<file path="src/design/uob_pkg.sv">
/*
 package for the oversampling, break and lin receive/transmit block.
 assumes one 200 mhz clock and a synchronous active-low reset.
*/
package uob_pkg;
   localparam int       DATA_W       = 8;
   localparam int       FIFO_DEPTH   = 8;
   localparam logic [3:0] OSR_MIN    = 4'h4;   // ratio minus one, 5x
   localparam logic [3:0] OSR_MAX    = 4'hf;   // ratio minus one, 16x
   localparam logic [3:0] OSR_RST    = 4'hf;
   localparam logic [4:0] BRK_STD    = 5'h10;  // 16 bit times
   localparam logic [4:0] BRK_LIN    = 5'h0b;  // 11 bit times
   localparam logic [4:0] TXBRK_LIN  = 5'h0d;  // 13 bit times
   localparam logic [3:0] CHAR_BITS  = 4'ha;   // start, 8 data, stop
   localparam logic [4:0] AB_TMO_BITS = 5'h1f; // auto-baud timeout in 32768-clock units
   localparam logic [15:0] DIV_MAX   = 16'hffff;

   typedef enum logic [1:0] {RX_IDLE, RX_DATA, RX_AB} uob_rx_st_t;
   typedef enum logic [1:0] {TX_IDLE, TX_SHIFT, TX_LBRK} uob_tx_st_t;

   typedef struct packed {
      logic [DATA_W-1:0] data;
      logic              frame_err;
      logic              brk;
   } uob_rx_word_t;

   typedef struct packed {
      logic       lin_mode;
      logic       sync_mode;
      logic       tx_disable_ctrl;
      logic       tx_break_enable;
      logic       autobaud_en;
      logic [3:0] oversample_select_reg;
      logic [15:0] baud_divider;
   } uob_ctrl_t;
endpackage

</file>
<file path="src/design/uob_fifo.sv">
/*
 small flip-flop fifo with valid/ready on both sides.
 assumes single clock, synchronous active-low reset.
*/
`timescale 1ns/100ps
module uob_fifo #(
   parameter int WIDTH = 10,
   parameter int DEPTH = 8
) (
   input  wire logic             clk,
   input  wire logic             nrst,
   input  wire logic [WIDTH-1:0] in_data,
   input  wire logic             in_valid,
   output logic                  in_ready,
   output logic      [WIDTH-1:0] out_data,
   output logic                  out_valid,
   input  wire logic             out_ready
);
   localparam int AW = $clog2(DEPTH);
   typedef struct packed {
      logic [DEPTH-1:0][WIDTH-1:0] mem;
      logic [AW-1:0]               wp;
      logic [AW-1:0]               rp;
      logic [AW:0]                 cnt;
   } uob_fifo_st_t;
   uob_fifo_st_t s_r, s_nxt;
   logic push, pop;

   // honest full and empty from the count
   assign in_ready  = (s_r.cnt != (AW+1)'(DEPTH));
   assign out_valid = (s_r.cnt != '0);
   assign out_data  = s_r.mem[s_r.rp];
   assign push      = in_valid & in_ready;
   assign pop       = out_valid & out_ready;

   // pointer and storage update
   always_comb begin
      s_nxt = s_r;
      if (push) begin
         s_nxt.mem[s_r.wp] = in_data;
         s_nxt.wp = s_r.wp + 1'b1;
      end
      if (pop) begin
         s_nxt.rp = s_r.rp + 1'b1;
      end
      s_nxt.cnt = s_r.cnt + (AW+1)'(push) - (AW+1)'(pop);
   end

   always_ff @(posedge clk) begin
      if (!nrst) begin
         s_r <= '0;
      end else begin
         s_r <= s_nxt;
      end
   end
endmodule // uob_fifo

</file>
<file path="src/design/uob_core.sv">
/*
 oversampled async receiver/transmitter core with break and lin handling.
 assumes rxd is already synchronous to clk; received words pass a fifo.
*/
`timescale 1ns/100ps
module uob_core (
   input  wire logic                clk,
   input  wire logic                nrst,
   input  wire uob_pkg::uob_ctrl_t  ctrl,
   input  wire logic                tx_valid,
   input  wire logic [7:0]          tx_data,
   input  wire logic                rxd,
   input  wire logic                break_flag_clr,
   input  wire logic                ab_err_clr,
   input  wire logic                wake_en_start,
   input  wire logic                rx_ready,
   output logic                     tx_ready,
   output logic                     txd,
   output logic [7:0]               rx_char_value,
   output logic                     rx_frame_err,
   output logic                     rx_break_char,
   output logic                     rx_valid,
   output logic                     rx_break_change_flag,
   output logic                     rx_break_active,
   output logic                     tx_disabled_status,
   output logic                     autobaud_timeout_error,
   output logic                     autobaud_done,
   output logic [15:0]              baud_divider_load,
   output logic                     wake_req
);
   typedef struct packed {
      logic [15:0]         div_cnt;
      logic [3:0]          rx_os;
      logic [3:0]          tx_os;
      uob_pkg::uob_rx_st_t rx_st;
      logic [3:0]          rx_bit;
      logic [7:0]          rx_sh;
      logic [1:0]          maj;
      logic [4:0]          low_bits;
      logic                brk_on;
      uob_pkg::uob_tx_st_t tx_st;
      logic [3:0]          tx_bit;
      logic [9:0]          tx_sh;
      logic [4:0]          lbrk_bits;
      logic                txd;
      logic                wr_valid;
      uob_pkg::uob_rx_word_t wr_word;
      logic                brk_flag;
      logic                dis_stat;
      logic                ab_err;
      logic                ab_done;
      logic [15:0]         ab_div;
      logic [19:0]         ab_cnt;
      logic                ab_seen_low;
      logic                ab_prev;
      logic                wake;
   } uob_st_t;
   uob_st_t s_r, s_nxt;

   logic tick, rx_bit_end, tx_bit_end, samp, rx_bit_val, brk_lim;
   logic brk_set, stop_done, stop_val;
   logic wr_ready;
   logic [3:0]  ratio_m1;
   logic [3:0]  mid;
   logic [4:0]  brk_len;
   logic [9:0]  fifo_out;

   // divided clock enable and per-bit ratio
   assign tick     = (s_r.div_cnt == '0);
   assign ratio_m1 = ctrl.sync_mode ? 4'h0 :
                     (ctrl.oversample_select_reg < uob_pkg::OSR_MIN) ? uob_pkg::OSR_MIN
                     : ctrl.oversample_select_reg;
   assign mid        = ratio_m1 >> 1;
   assign samp       = tick & ((s_r.rx_os == mid - 4'h1) | (s_r.rx_os == mid)
                       | (s_r.rx_os == mid + 4'h1) | ctrl.sync_mode);
   assign rx_bit_end = tick & (s_r.rx_os == ratio_m1);
   assign tx_bit_end = tick & (s_r.tx_os == ratio_m1);
   assign rx_bit_val = ctrl.sync_mode ? rxd : s_r.maj[1];
   assign brk_len    = ctrl.lin_mode ? uob_pkg::BRK_LIN : uob_pkg::BRK_STD;
   assign brk_lim    = (s_r.low_bits == brk_len);
   // end-of-break event, so a clear in the same cycle loses to it
   assign brk_set    = rx_bit_end & rxd & s_r.brk_on;
   // oversampled stop bit is judged at its third sample, not at its end; sync mode judges it at its end
   assign stop_done  = ctrl.sync_mode ? rx_bit_end : tick & (s_r.rx_os == mid + 4'h1);
   assign stop_val   = ctrl.sync_mode ? rxd : (s_r.maj[1] | (s_r.maj[0] & rxd));

   // next state of the whole core
   always_comb begin
      s_nxt = s_r;
      s_nxt.wr_valid = s_r.wr_valid & ~wr_ready;
      s_nxt.wake = 1'b0;
      s_nxt.ab_done = 1'b0;
      s_nxt.div_cnt = tick ? ctrl.baud_divider : s_r.div_cnt - 16'h1;
      if (tick) begin
         s_nxt.rx_os = (s_r.rx_os == ratio_m1) ? 4'h0 : s_r.rx_os + 4'h1;
         s_nxt.tx_os = (s_r.tx_os == ratio_m1) ? 4'h0 : s_r.tx_os + 4'h1;
      end
      // majority count over three samples
      if (samp) begin
         s_nxt.maj = s_r.maj + {1'b0, rxd};
      end
      // break detector runs independent of character state
      if (rx_bit_end) begin
         if (rxd) begin
            s_nxt.low_bits = '0;
            if (s_r.brk_on) begin
               s_nxt.brk_on = 1'b0;
               s_nxt.brk_flag = 1'b1;
            end
         end else if (!brk_lim) begin
            s_nxt.low_bits = s_r.low_bits + 5'h1;
         end
      end
      if (brk_lim & ~s_r.brk_on) begin
         s_nxt.brk_on = 1'b1;
         s_nxt.brk_flag = 1'b1;
         s_nxt.wr_valid = 1'b1;
         s_nxt.wr_word = '{data: 8'h00, frame_err: 1'b1, brk: 1'b1};
         s_nxt.rx_st = uob_pkg::RX_IDLE;
      end else if (break_flag_clr & ~brk_set) begin
         s_nxt.brk_flag = 1'b0;
      end
      // receiver character machine
      unique case (s_r.rx_st)
         uob_pkg::RX_IDLE: begin
            if (!rxd & !s_r.brk_on) begin
               s_nxt.rx_st = ctrl.autobaud_en ? uob_pkg::RX_AB : uob_pkg::RX_DATA;
               s_nxt.rx_os = 4'h0;
               s_nxt.rx_bit = 4'h0;
               s_nxt.maj = '0;
               s_nxt.wake = wake_en_start;
               s_nxt.ab_cnt = '0;
               s_nxt.ab_seen_low = 1'b1;
            end
         end
         uob_pkg::RX_DATA: begin
            if (s_r.rx_bit == CHAR_BITS_M1()) begin
               // leave mid-stop so back-to-back frames keep alignment
               if (stop_done) begin
                  s_nxt.maj = '0;
                  s_nxt.rx_st = uob_pkg::RX_IDLE;
                  s_nxt.wr_valid = ~s_r.brk_on;
                  s_nxt.wr_word = '{data: s_r.rx_sh, frame_err: ~stop_val, brk: 1'b0};
                  s_nxt.ab_done = s_r.ab_seen_low & ctrl.autobaud_en;
               end
            end else if (rx_bit_end) begin
               s_nxt.maj = '0;
               s_nxt.rx_bit = s_r.rx_bit + 4'h1;
               if (s_r.rx_bit == 4'h0 && rx_bit_val) begin
                  s_nxt.rx_st = uob_pkg::RX_IDLE;                  // false start
               end else if (s_r.rx_bit != 4'h0) begin
                  s_nxt.rx_sh = {rx_bit_val, s_r.rx_sh[7:1]};
               end
            end
         end
         uob_pkg::RX_AB: begin
            // measure start bit in function clocks; divider counter zeroed when it ends
            s_nxt.ab_cnt = s_r.ab_cnt + 20'h1;
            if (rxd) begin
               s_nxt.ab_div = 16'((s_r.ab_cnt + 20'(ratio_m1 >> 1))
                              / 20'({1'b0, ratio_m1} + 5'h1) - 20'h1);
               s_nxt.rx_st = uob_pkg::RX_DATA;
               s_nxt.rx_bit = 4'h1;
               s_nxt.rx_os = 4'h0;
               s_nxt.maj = '0;
               s_nxt.div_cnt = '0;
            end else if (s_r.ab_cnt[19 -: 5] == uob_pkg::AB_TMO_BITS) begin
               s_nxt.ab_err = 1'b1;
               s_nxt.rx_st = uob_pkg::RX_IDLE;
            end
         end
         default: s_nxt.rx_st = uob_pkg::RX_IDLE;
      endcase
      if (ab_err_clr & ~(s_nxt.ab_err & ~s_r.ab_err)) begin
         s_nxt.ab_err = 1'b0;
      end
      // transmitter
      unique case (s_r.tx_st)
         uob_pkg::TX_IDLE: begin
            s_nxt.dis_stat = ctrl.tx_disable_ctrl;
            if (tx_valid & ~ctrl.tx_disable_ctrl) begin
               s_nxt.tx_os = 4'h0;
               s_nxt.tx_bit = 4'h0;
               if (ctrl.lin_mode & ctrl.tx_break_enable) begin
                  s_nxt.tx_st = uob_pkg::TX_LBRK;
                  s_nxt.lbrk_bits = '0;
               end else begin
                  s_nxt.tx_st = uob_pkg::TX_SHIFT;
                  s_nxt.tx_sh = {1'b1, tx_data, 1'b0};
               end
            end
         end
         uob_pkg::TX_SHIFT: begin
            s_nxt.dis_stat = 1'b0;
            if (tx_bit_end) begin
               s_nxt.tx_sh = {1'b1, s_r.tx_sh[9:1]};
               s_nxt.tx_bit = s_r.tx_bit + 4'h1;
               if (s_r.tx_bit == CHAR_BITS_M1()) s_nxt.tx_st = uob_pkg::TX_IDLE;
            end
         end
         uob_pkg::TX_LBRK: begin
            if (tx_bit_end) begin
               s_nxt.lbrk_bits = s_r.lbrk_bits + 5'h1;
               if (s_r.lbrk_bits == uob_pkg::TXBRK_LIN - 5'h1) begin
                  s_nxt.tx_st = uob_pkg::TX_IDLE;
               end
            end
         end
         default: s_nxt.tx_st = uob_pkg::TX_IDLE;
      endcase
      // standard break overrides any activity
      s_nxt.txd = (s_nxt.tx_st == uob_pkg::TX_LBRK) ? 1'b0 :
                  (ctrl.tx_break_enable & ~ctrl.lin_mode) ? 1'b0 :
                  (s_nxt.tx_st == uob_pkg::TX_SHIFT) ? s_nxt.tx_sh[0] : 1'b1;
   end

   function automatic logic [3:0] CHAR_BITS_M1();
      return uob_pkg::CHAR_BITS - 4'h1;
   endfunction

   always_ff @(posedge clk) begin
      if (!nrst) begin
         s_r <= '0;
         s_r.txd <= 1'b1;
         s_r.ab_prev <= 1'b1;
      end else begin
         s_r <= s_nxt;
      end
   end

   // received words through the fifo
   uob_fifo #(.WIDTH(10), .DEPTH(uob_pkg::FIFO_DEPTH)) u_fifo (
      .clk       (clk),
      .nrst      (nrst),
      .in_data   (s_r.wr_word),
      .in_valid  (s_r.wr_valid),
      .in_ready  (wr_ready),
      .out_data  (fifo_out),
      .out_valid (rx_valid),
      .out_ready (rx_ready)
   );

   assign rx_char_value          = fifo_out[9:2];
   assign rx_frame_err           = fifo_out[1];
   assign rx_break_char          = fifo_out[0];
   assign tx_ready               = (s_r.tx_st == uob_pkg::TX_IDLE) & ~ctrl.tx_disable_ctrl;
   assign txd                    = s_r.txd;
   assign rx_break_change_flag   = s_r.brk_flag;
   assign rx_break_active        = s_r.brk_on;
   assign tx_disabled_status     = s_r.dis_stat;
   assign autobaud_timeout_error = s_r.ab_err;
   assign autobaud_done          = s_r.ab_done;
   assign baud_divider_load      = s_r.ab_div;
   assign wake_req               = s_r.wake;
endmodule // uob_core

</file>
<file path="config.mk">
export PLATFORM = sky130hd
export DESIGN_NAME = uob_core
export DESIGN_NICKNAME = d
export VERILOG_FILES = /design/src/design/uob_pkg.sv /design/src/design/uob_fifo.sv /design/src/design/uob_core.sv
export SDC_FILE = /design/constraint.sdc
export NUM_CORES = 1
export LEC_CHECK = 0
export BUFFER_PORTS_ARGS = -buffer_cell sky130_fd_sc_hd__buf_2
export CORE_AREA = 3 3 245 199
export CTS_CLUSTER_SIZE = 24
export DETAILED_ROUTE_END_ITERATION = 12
export DIE_AREA = 0 0 248 202
export GPL_ROUTABILITY_DRIVEN = 1
export GPL_TIMING_DRIVEN = 0
export PLACE_DENSITY_LB_ADDON = 0.2
export RECOVER_POWER = 100
export SYNTH_ARGS = -nofsm -noshare
export SYNTH_HDL_FRONTEND = slang
export SYNTH_SLANG_ARGS = --single-unit
</file>
<file path="constraint.sdc">
create_clock -name clk -period 72.6 [get_ports clk]
set_clock_uncertainty 0.05 [all_clocks]
set_input_delay 7.26 -clock clk [delete_from_list [all_inputs] [get_ports clk]]
set_output_delay 7.26 -clock clk [all_outputs]
set_load 0.01 [all_outputs]
</file>
==> metrics.md, run 1 <==
| Metric | Value |
|---|---|
| Status | completed |
| Crit share post-route | 0.8189 |
| Grt peak-use layer | met1 |
| Worst slew pin tran | 1.222 ns |
| CTS Root Cell | clkbuf_16 |
| Std-Cell Core Area | 46640 um2 |
| Yosys warns | 0 |
| Number of clock sinks | 211 |
| Placed inst area | 19700 um2 |
| Setup-failing EPs final | 0 |
| Maxcap violations | 0 |
| Hold/Removal Path Class | reg2reg |
| Synth Flop Type | dfxtp_1 |
| Avg Synthesized Cell Area | 7.946 um2 |
| Vias in the first global route | 16610 |
| Die H | 202 um |
| First-pass GRT wire length | 87890 um |
| Die W | 248 um |
| GRT met2 Usage | 0.3175 |
| Number of enable flip-flop cells after synthesis | 0 |
| Final Hold Fails | 0 |
| Post-CTS Hold Buffers | 0 |
| Slew Viols, Final | 0 |
| Met1 GRT Util | 0.3227 |
| Nets@finish | 2597 |
| I/O Buffers | 74 |
| #FFs+latches synth | 211 |
| Max-slew headroom | 0.1770 |
| Synthesized instance count | 2325 |
| Post-DP HPWL | 42180 um |
| Clock latency on the worst-skew pair | 0.55 ns |
| Area leader, netlist | dfxtp_1 |
| Met3 Use GR | 0.02786 |
| Fin worst setup slack | 13.15 ns |
| Area growth from synthesis to layout | 10.84% |
| Setup TNS | 0 ns |
| DRC errors left | 0 |
| Initial antenna violation count | 0 |
| Final wirelength | 54140 um |
| Placer Congestion | 0.9071 |
| Peak Freq | 16.82 MHz |
| Place WS | 16.24 ns |
| Unrepaired setup endpoints after global routing | false |
| Reg-to-reg slack, setup | 20.44 ns |
| Post-layout minimum cycle time | 59.45 ns |
| Total number of vias | 17750 |
| TritonCTS buffer count | 25 |
| Critical Path Source | ctrl[23] |
| Critical path type | in2reg |
| RR Startpoint | s_r[5] |
| Layout Cell Area excl Fill | 20480 um2 |
| Share of layout cells above drive strength 1 | 0.1066 |
| Cts repair resizes | 0 |
| CTS tree | yes |
| Vias per inst | 5.782 |
| Top cell type's share of synthesized area | 0.2286 |
| Startpoint Class | primary input |
| Post-Syn Area | 18480 um2 |
| 1st-iter DRT viols | 1357 |
| H-tree levels | 1 |
| Crit. End Element | flop |
| Max reg flops | 98 |
| Most frequent cells after synthesis | 319 x nor2_1, 211 x dfxtp_1, 200 x nand2_1 |
| DRT Pass-1 Iters | 6 |
| Hold Path Origin | s_r[2] |
| Most frequent cell after synthesis | nor2_1 |
| Reg with most FFs | s_r |
| Crit path max fanout | 10 |
| Max clock buf depth | 3 |
| Postcts setup bufs | 0 |
| Syn nets | 2492 |
| WP data arrival | 59.80 ns |
| Post-synthesis sequential area ratio | 0.2286 |
| IO Pins | 76 |
| CP max stage cell | a2111oi_0 |
| Initial Util | 0.3961 |
| Largest net degree at the start of global routing | 22 |
| Largest cells by area after synthesis | dfxtp_1 23%, ha_1 8.5%, nor2_1 6.5%, mux2i_1 5.4%, nand2_1 4.1% |
| FFs w/ async S/R, synth | 0 |
| GR Overflow Total | 0 |
| Library cells used by synthesis | 124 |
| Final ANT Viol Nets | 0 |
| WL/cell | 17.64 um |
| DIE AREA | 50100 um2 |
| GRT Total Usage | 0.2112 |
| Cell repeated most along the worst path | o21a_1 |
| Hold WS | 0.4024 ns |
| Clk slew on worst S/H paths | 0.06 ns |
| Number of cell rows | 71 |
| CP peak stage delay | 0.89 ns |
| Worst EP required | 72.95 ns |
## worst paths after layout
check | endpoint | depth (start not counted)
hold reg to reg | autobaud_done | 2
setup reg to reg | baud_divider_load[14] | 198
setup / recovery | baud_divider_load[14] | 202
hold / removal | autobaud_done | 2
## cell families after synthesis
kind of cell    share of synthesized area
compound gates                     0.2150
fa+ha+maj                         0.08682
simple gates                       0.2644
buf+inv                           0.04321
mux                                0.1018
flops                              0.2286
xor+xnor                          0.06021
## layer usage
layer	wire length, um	part of all wire
met1	27860	0.51
met2	22510	0.42
met3	3073	0.057
met4	699	0.013
met5	0	0
## per-stage QoR
step | cells | utilization
floorplan | 2325 | -
detailed placement | 3023 | 0.4225
global route | 3069 | 0.4390
finish | 3070 | 0.4391
global placement | 3019 | 0.4207
CTS | 3069 | 0.4417
## placed cells by master, fill, tap and decap left out, types with 57 or more instances in the layout
master and count:
a21oi_1 119, buf_2 57, clkbuf_1 101, dfxtp_1 211, ha_1 125, mux2i_1 99
nand2_1 200, nand3_1 88, nor2_1 319, nor3_1 93, o21ai_0 90, xnor2_1 80
## worst max-delay path: cells and delay by family
family	cells	cell delay, ns
XOR/XNOR	1	0.16
multiplexers	5	1.95
adder cells (fa/ha/maj)	22	6.48
AND/OR/NAND/NOR	64	17.78
buffers and inverters	16	4.08
AO/OA/AOI/OAI	94	21.95
## layout make-up
cell class / count / area (um2)
clock inverters: 14 / 214.0
well taps: 620 / 775.7
clock buffers: 32 / 681.9
flip-flops and latches: 211 / 4224
repair buffers: 78 / 402.9
inverters: 54 / 202.7
plain buffers: 114 / 563.0
diodes: 1 / 2.502
fillers: 4686 / 26160
multi-input cells: 1946 / 13410
Power of run 1 is left out: the tool's default activity adds up to more than one toggle a clock period on the data nets, which glitch-free logic cannot reach.
==> inputs of run 2 (changes only) <==
clock period = 58.5 ns   (was 72.6 ns; I/O delays follow)
==> run 2 against run 1 <==
Worst hold slack worse by 0.00098 ns; sequential share of layout area down 0.090 points; global-route usage is the same; critical path depth unchanged; die area unchanged; highest routed layer unchanged.
==> metrics.md, run 2 (same netlist as run 1, synthesis figures left out) <==
| Metric | Value |
|---|---|
| Status | completed |
| Placed inst area | 19700 um2 (unchanged) |
| DIE AREA | 50100 um2 (unchanged) |
| Max clock buf depth | 3 (unchanged) |
| Clock latency on the worst-skew pair | 0.55 ns (about the same) |
| Commonest non-fill, non-tap cell in the layout | nor2_1 |
| Die W | 248 um (unchanged) |
| CP peak stage delay | 0.56 ns (-0.33 ns) |
| Fin worst setup slack | 3.972 ns (-9.173 ns) |
| H-tree levels | 1 (unchanged) |
| GRT met2 Usage | 0.3175 (unchanged) |
| Hold/Removal Path Class | reg2reg |
| Final wirelength | 54110 um (about the same) |
| Commonest cells after routing, fill and taps aside | 317 x nor2_1, 211 x dfxtp_1, 200 x nand2_1 |
| Setup-failing EPs final | 0 (unchanged) |
| Initial Util | 0.3961 (unchanged) |
| Register Area | 4224 um2 (unchanged) |
| Worst r2r path cells | 198 (unchanged) |
| Multi-input gate area | 13480 um2 (+0.55%) |
| Placer Congestion | 0.9071 (unchanged) |
| CTS Root Cell | clkbuf_16 |
| Max reg flops | 98 (unchanged) |
| GR Overflow Total | 0 (unchanged) |
| Place WS | 3.547 ns (-12.69 ns) |
| IO Pins | 76 (unchanged) |
| Startpoint Class | primary input |
| Met1 GRT Util | 0.3227 (unchanged) |
| Grt peak-use layer | met1 |
| DRC errors left | 0 (unchanged) |
| Setup TNS | 0 ns (unchanged) |
| CP max stage cell | a2111oi_0 |
| Reg with most FFs | s_r |
| First-pass GRT wire length | 87890 um (unchanged) |
| Final ANT Viol Nets | 0 (unchanged) |
| Layout Cell Area excl Fill | 20570 um2 (+0.44%) |
| Largest net degree at the start of global routing | 22 (unchanged) |
| Number of cell rows | 71 (unchanged) |
| Maxcap violations | 0 (unchanged) |
| Vias per inst | 5.754 (-0.49%) |
| Crit. End Element | flop |
| Share of layout cells above drive strength 1 | 0.1135 (+0.006942) |
| I/O Buffers | 74 (unchanged) |
| Fill cells | 4674 (-0.26%) |
| Peak Freq | 18.34 MHz |
| Critical path type | in2reg |
| Initial antenna violation count | 0 (unchanged) |
| Nets@finish | 2597 (unchanged) |
| Std-Cell Core Area | 46640 um2 (unchanged) |
| Vias in the first global route | 16610 (unchanged) |
| Unrepaired setup endpoints after global routing | false |
| Worst EP required | 58.85 ns (-14.10 ns) |
| Post-DP HPWL | 42180 um (unchanged) |
| Met3 Use GR | 0.02786 (unchanged) |
| Worst slew pin tran | 1.229 ns (+0.006932 ns) |
| Slew Viols, Final | 0 (unchanged) |
| Cell Count Post-Placement | 3023 (unchanged) |
| Post-CTS Hold Buffers | 0 (unchanged) |
| DRT Pass-1 Iters | 5 (-1) |
| Max-slew headroom | 0.1723 (-0.004670) |
| Area growth from synthesis to layout | 11.32% |
| GRT Total Usage | 0.2112 (unchanged) |
| Die H | 202 um (unchanged) |
| Post-layout minimum cycle time | 54.53 ns |
| Clk slew on worst S/H paths | 0.05 ns (about the same) |
| Total number of vias | 17670 (-0.46%) |
| CTS tree | yes |
| Cell Count, Final, Fillers Out | 3071 (+0.033%) |
| WL/cell | 17.62 um (about the same) |
| Crit path max fanout | 10 (unchanged) |
| 1st-iter DRT viols | 1326 (-2.3%) |
| Cell repeated most along the worst path | o21a_1 |
| Crit share post-route | 0.9321 |
| Number of clock sinks | 211 (unchanged) |
| TritonCTS buffer count | 25 (unchanged) |
| Final Hold Fails | 0 (unchanged) |
| WP data arrival | 54.87 ns (-4.93 ns) |
| Hold path depth | 2 (unchanged) |
==> run 2: cell count changes in the layout (fill, tap and decap cells not counted), moves of 2 or more <==
cell	delta
o21ai_0	-2
clkbuf_1	-4
nor4_1	-2
nor2_2	+2
nor2_1	-2
==> run 2: final timing paths <==
kind / slack (ns) / startpoint / end
worst max register to register: 9.86 / s_r[5] / baud_divider_load[14]
worst min register to register: 0.40 / s_r[2] / autobaud_done
worst max-delay path: 3.97 / ctrl[23] / baud_divider_load[14]
worst min-delay path: 0.40 / s_r[2] / autobaud_done
==> run 2: layout make-up <==
cell class,count,area share
clock inverters,14,0.01040
well taps,620,0.03772
flip-flops and latches,211,0.2054
plain buffers,114,0.02804
repair buffers,78,0.01959
diodes,2,0.0002433
clock buffers,32,0.03315
multi-input cells,1946,0.6556
inverters,54,0.009855
==> run 2: timing repair <==
item	4_1_cts	5_1_grt
setup endpoints to repair	0	6
setup buffers	0	0
resized for setup	0	5
endpoints found under the hold margin	0	0
==> run 2: through the flow <==
stage / utilization / hold slack (ns)
global placement: 0.4207 / 0.3865
CTS: 0.4417 / 0.4055
finish: 0.4410 / 0.4014
detailed placement: 0.4225 / 0.3860
floorplan: - / 0.3722
global route: 0.4409 / 0.4321
==> run 2: routing by layer <==
metal	up-vias	wire, um
met5	-	0
li1	8760	-
met3	47	2853
met1	8506	27990
met4	0	697
met2	357	22570
==> run 2: worst max-delay path: cells and delay by family <==
family          cells  cell delay (ns)
compound gates     94            20.60
simple gates       64            16.47
fa+ha+maj          22             6.42
buf+inv            16             3.50
mux                 5             1.78
xor+xnor            1             0.16
Power of run 2 is left out for the same reason.
==> inputs of run 3 (changes only) <==
==> constraint.sdc (replaced) <==
create_clock -name clk -period 51 [get_ports clk]
set_clock_uncertainty 0.05 [all_clocks]
set_input_delay 12.75 -clock clk [delete_from_list [all_inputs] [get_ports clk]]
set_output_delay 12.75 -clock clk [all_outputs]
set_load 0.01 [all_outputs]
==> run 3 against run 2 <==
The run now ends with negative setup slack left; worst setup slack lost 4.3 ns; final area grew 17%; routed wire length grew 10%; die area is the same; critical path depth grew 6; largest cell class unchanged.
==> metrics.md, run 3 (same netlist as run 1, synthesis figures left out) <==
| Metric | Value |
|---|---|
| Critical path's top delay family | compound AO/OA/AOI/OAI gates |
| Max reg flops | 98 (unchanged) |
| Commonest non-fill, non-tap cell in the layout | buf_4 |
| DRC errors left | 0 (unchanged) |
| Final Hold Fails | 0 (unchanged) |
| Nets@finish | 2880 (+11%) |
| Initial Util | 0.3961 (unchanged) |
| Post-layout minimum cycle time | 51.28 ns |
| Maxcap violations | 0 (unchanged) |
| Unrepaired setup endpoints after global routing | true |
| Crit. End Element | flop |
| Largest net degree at the start of global routing | 22 (unchanged) |
| Worst slew pin tran | 1.208 ns (-0.02033 ns) |
| GR Overflow Total | 0 (unchanged) |
| IO Pins | 76 (unchanged) |
| Placer Congestion | 0.8589 (-5.3%) |
| Cell Count Post-Placement | 3022 (-0.033%) |
| Hold/Removal Path Class | reg2reg |
| GRT Total Usage | 0.2239 (+0.01270) |
| Post-DP HPWL | 42170 um (about the same) |
| Clk slew on worst S/H paths | 0.06 ns (about the same) |
| Fin worst setup slack | -0.2789 ns (-4.251 ns) |
| Std-Cell Core Area | 46640 um2 (unchanged) |
| Critical path type | in2reg |
| H-tree levels | 1 (unchanged) |
| CP peak stage delay | 0.57 ns (about the same) |
| CTS tree | yes |
| Setup TNS | -0.9331 ns (-0.9331 ns) |
| Failing checks | negative setup slack |
| Cell repeated most along the worst path | o21a_1 |
| I/O Buffers | 74 (unchanged) |
| Crit path max fanout | 8 (-2) |
| CP max stage cell | or4_4 |
| Vias in the first global route | 17950 (+8.0%) |
| Die H | 202 um (unchanged) |
| WL/cell | 17.84 um (+1.2%) |
| Reg with most FFs | s_r |
| TritonCTS buffer count | 25 (unchanged) |
| Multi-input gate area | 14800 um2 (+9.7%) |
| Placed inst area | 19980 um2 (+1.4%) |
| Worst EP required | 51.40 ns (-7.45 ns) |
| Crit share post-route | 1.005 |
| Buf+Inv Stages, Crit Path | 17 (+1) |
| Number of clock sinks | 211 (unchanged) |
| Die W | 248 um (unchanged) |
| Area growth from synthesis to layout | 30.75% |
| First-pass GRT wire length | 93690 um (+6.6%) |
| Cell Count, Final, Fillers Out | 3350 (+9.1%) |
| DRT Pass-1 Iters | 7 (+2) |
| Hold WS | 0.3843 ns (-0.01709 ns) |
| Initial antenna violation count | 0 (unchanged) |
| Vias per inst | 5.727 (-0.47%) |
| Startpoint Class | primary input |
| Max clock buf depth | 3 (unchanged) |
| Clock latency on the worst-skew pair | 0.54 ns (about the same) |
| Register Area | 4224 um2 (unchanged) |
| Layout Cell Area excl Fill | 24160 um2 (+17%) |
| CTS Root Cell | clkbuf_16 |
| Setup-failing EPs final | 5 (+5) |
| Final ANT Viol Nets | 0 (unchanged) |
| WP data arrival | 51.68 ns (-3.19 ns) |
| 1st-iter DRT viols | 1365 (+2.9%) |
| Antenna Cells | 0 (-2) |
| Commonest cells after routing, fill and taps aside | 297 x buf_4, 296 x nor2_1, 211 x dfxtp_1 |
| Final wirelength | 59760 um (+10%) |
| Status | finished with violations |
| Peak Freq | 19.50 MHz |
| Slew Viols, Final | 0 (unchanged) |
| DIE AREA | 50100 um2 (unchanged) |
| Max-slew headroom | 0.1860 (+0.01370) |
| Share of layout cells above drive strength 1 | 0.2758 (+0.1623) |
| Total number of vias | 19190 (+8.6%) |
| Number of cell rows | 71 (unchanged) |
| Fill cells | 4359 (-6.7%) |
run 3: final timing paths:
| path | start | to | slack, ns | cells after the start |
|---|---|---|---|---|
| worst max-delay path | ctrl[23] | baud_divider_load[12] | -0.28 | 208 |
| worst min register to register | s_r[2] | autobaud_done | 0.38 | 2 |
| worst min-delay path | s_r[2] | autobaud_done | 0.38 | 2 |
| worst max register to register | s_r[5] | baud_divider_load[12] | 12.02 | 204 |
run 3: cell type report:
class | count | area share
Buffer | 108 | 0.02636
Clock buffer | 34 | 0.02895
Inverter | 54 | 0.008857
Sequential cell | 211 | 0.1749
Timing Repair Buffer | 366 | 0.1100
Clock inverter | 10 | 0.006060
Timing Repair inverter | 1 | 0.0002072
Tap cell | 620 | 0.03211
Multi-Input combinational cell | 1946 | 0.6126
run 3: worst register-to-register path, delay by kind of cell (launching register included):
kind / cells / cell delay [ns]
adder cells (fa/ha/maj): 22 / 5.80
AND/OR/NAND/NOR: 67 / 12.76
multiplexers: 4 / 1.22
AO/OA/AOI/OAI: 97 / 16.65
flip-flops: 1 / 0.36
buffers and inverters: 14 / 2.04
run 3: per-layer routing:
| metal | routed length (um) | track usage |
|---|---|---|
| met3 | 3307 | 0.02388 |
| met5 | 0 | 0 |
| met2 | 25940 | 0.3478 |
| met1 | 29560 | 0.3372 |
| met4 | 952 | 0.03667 |
run 3: metrics by stage:
stage / util / worst slack, ns
4_1_cts: 0.4889 / 0.01079
6_report: 0.5179 / -0.2789
5_1_grt: 0.5179 / -2.092
2_1_floorplan: - / 0.009408
3_3_place_gp: 0.4265 / -6.371
3_5_place_dp: 0.4283 / -6.458
run 3: what timing repair did:
action,in CTS,in global routing
setup endpoints to repair,16,16
gates resized for setup,119,128
gates cloned,0,1
endpoints found under the hold margin,0,0
buffers inserted,191,109
hold buffers,0,0
pin swaps,104,176
Power of run 3 is left out for the same reason.
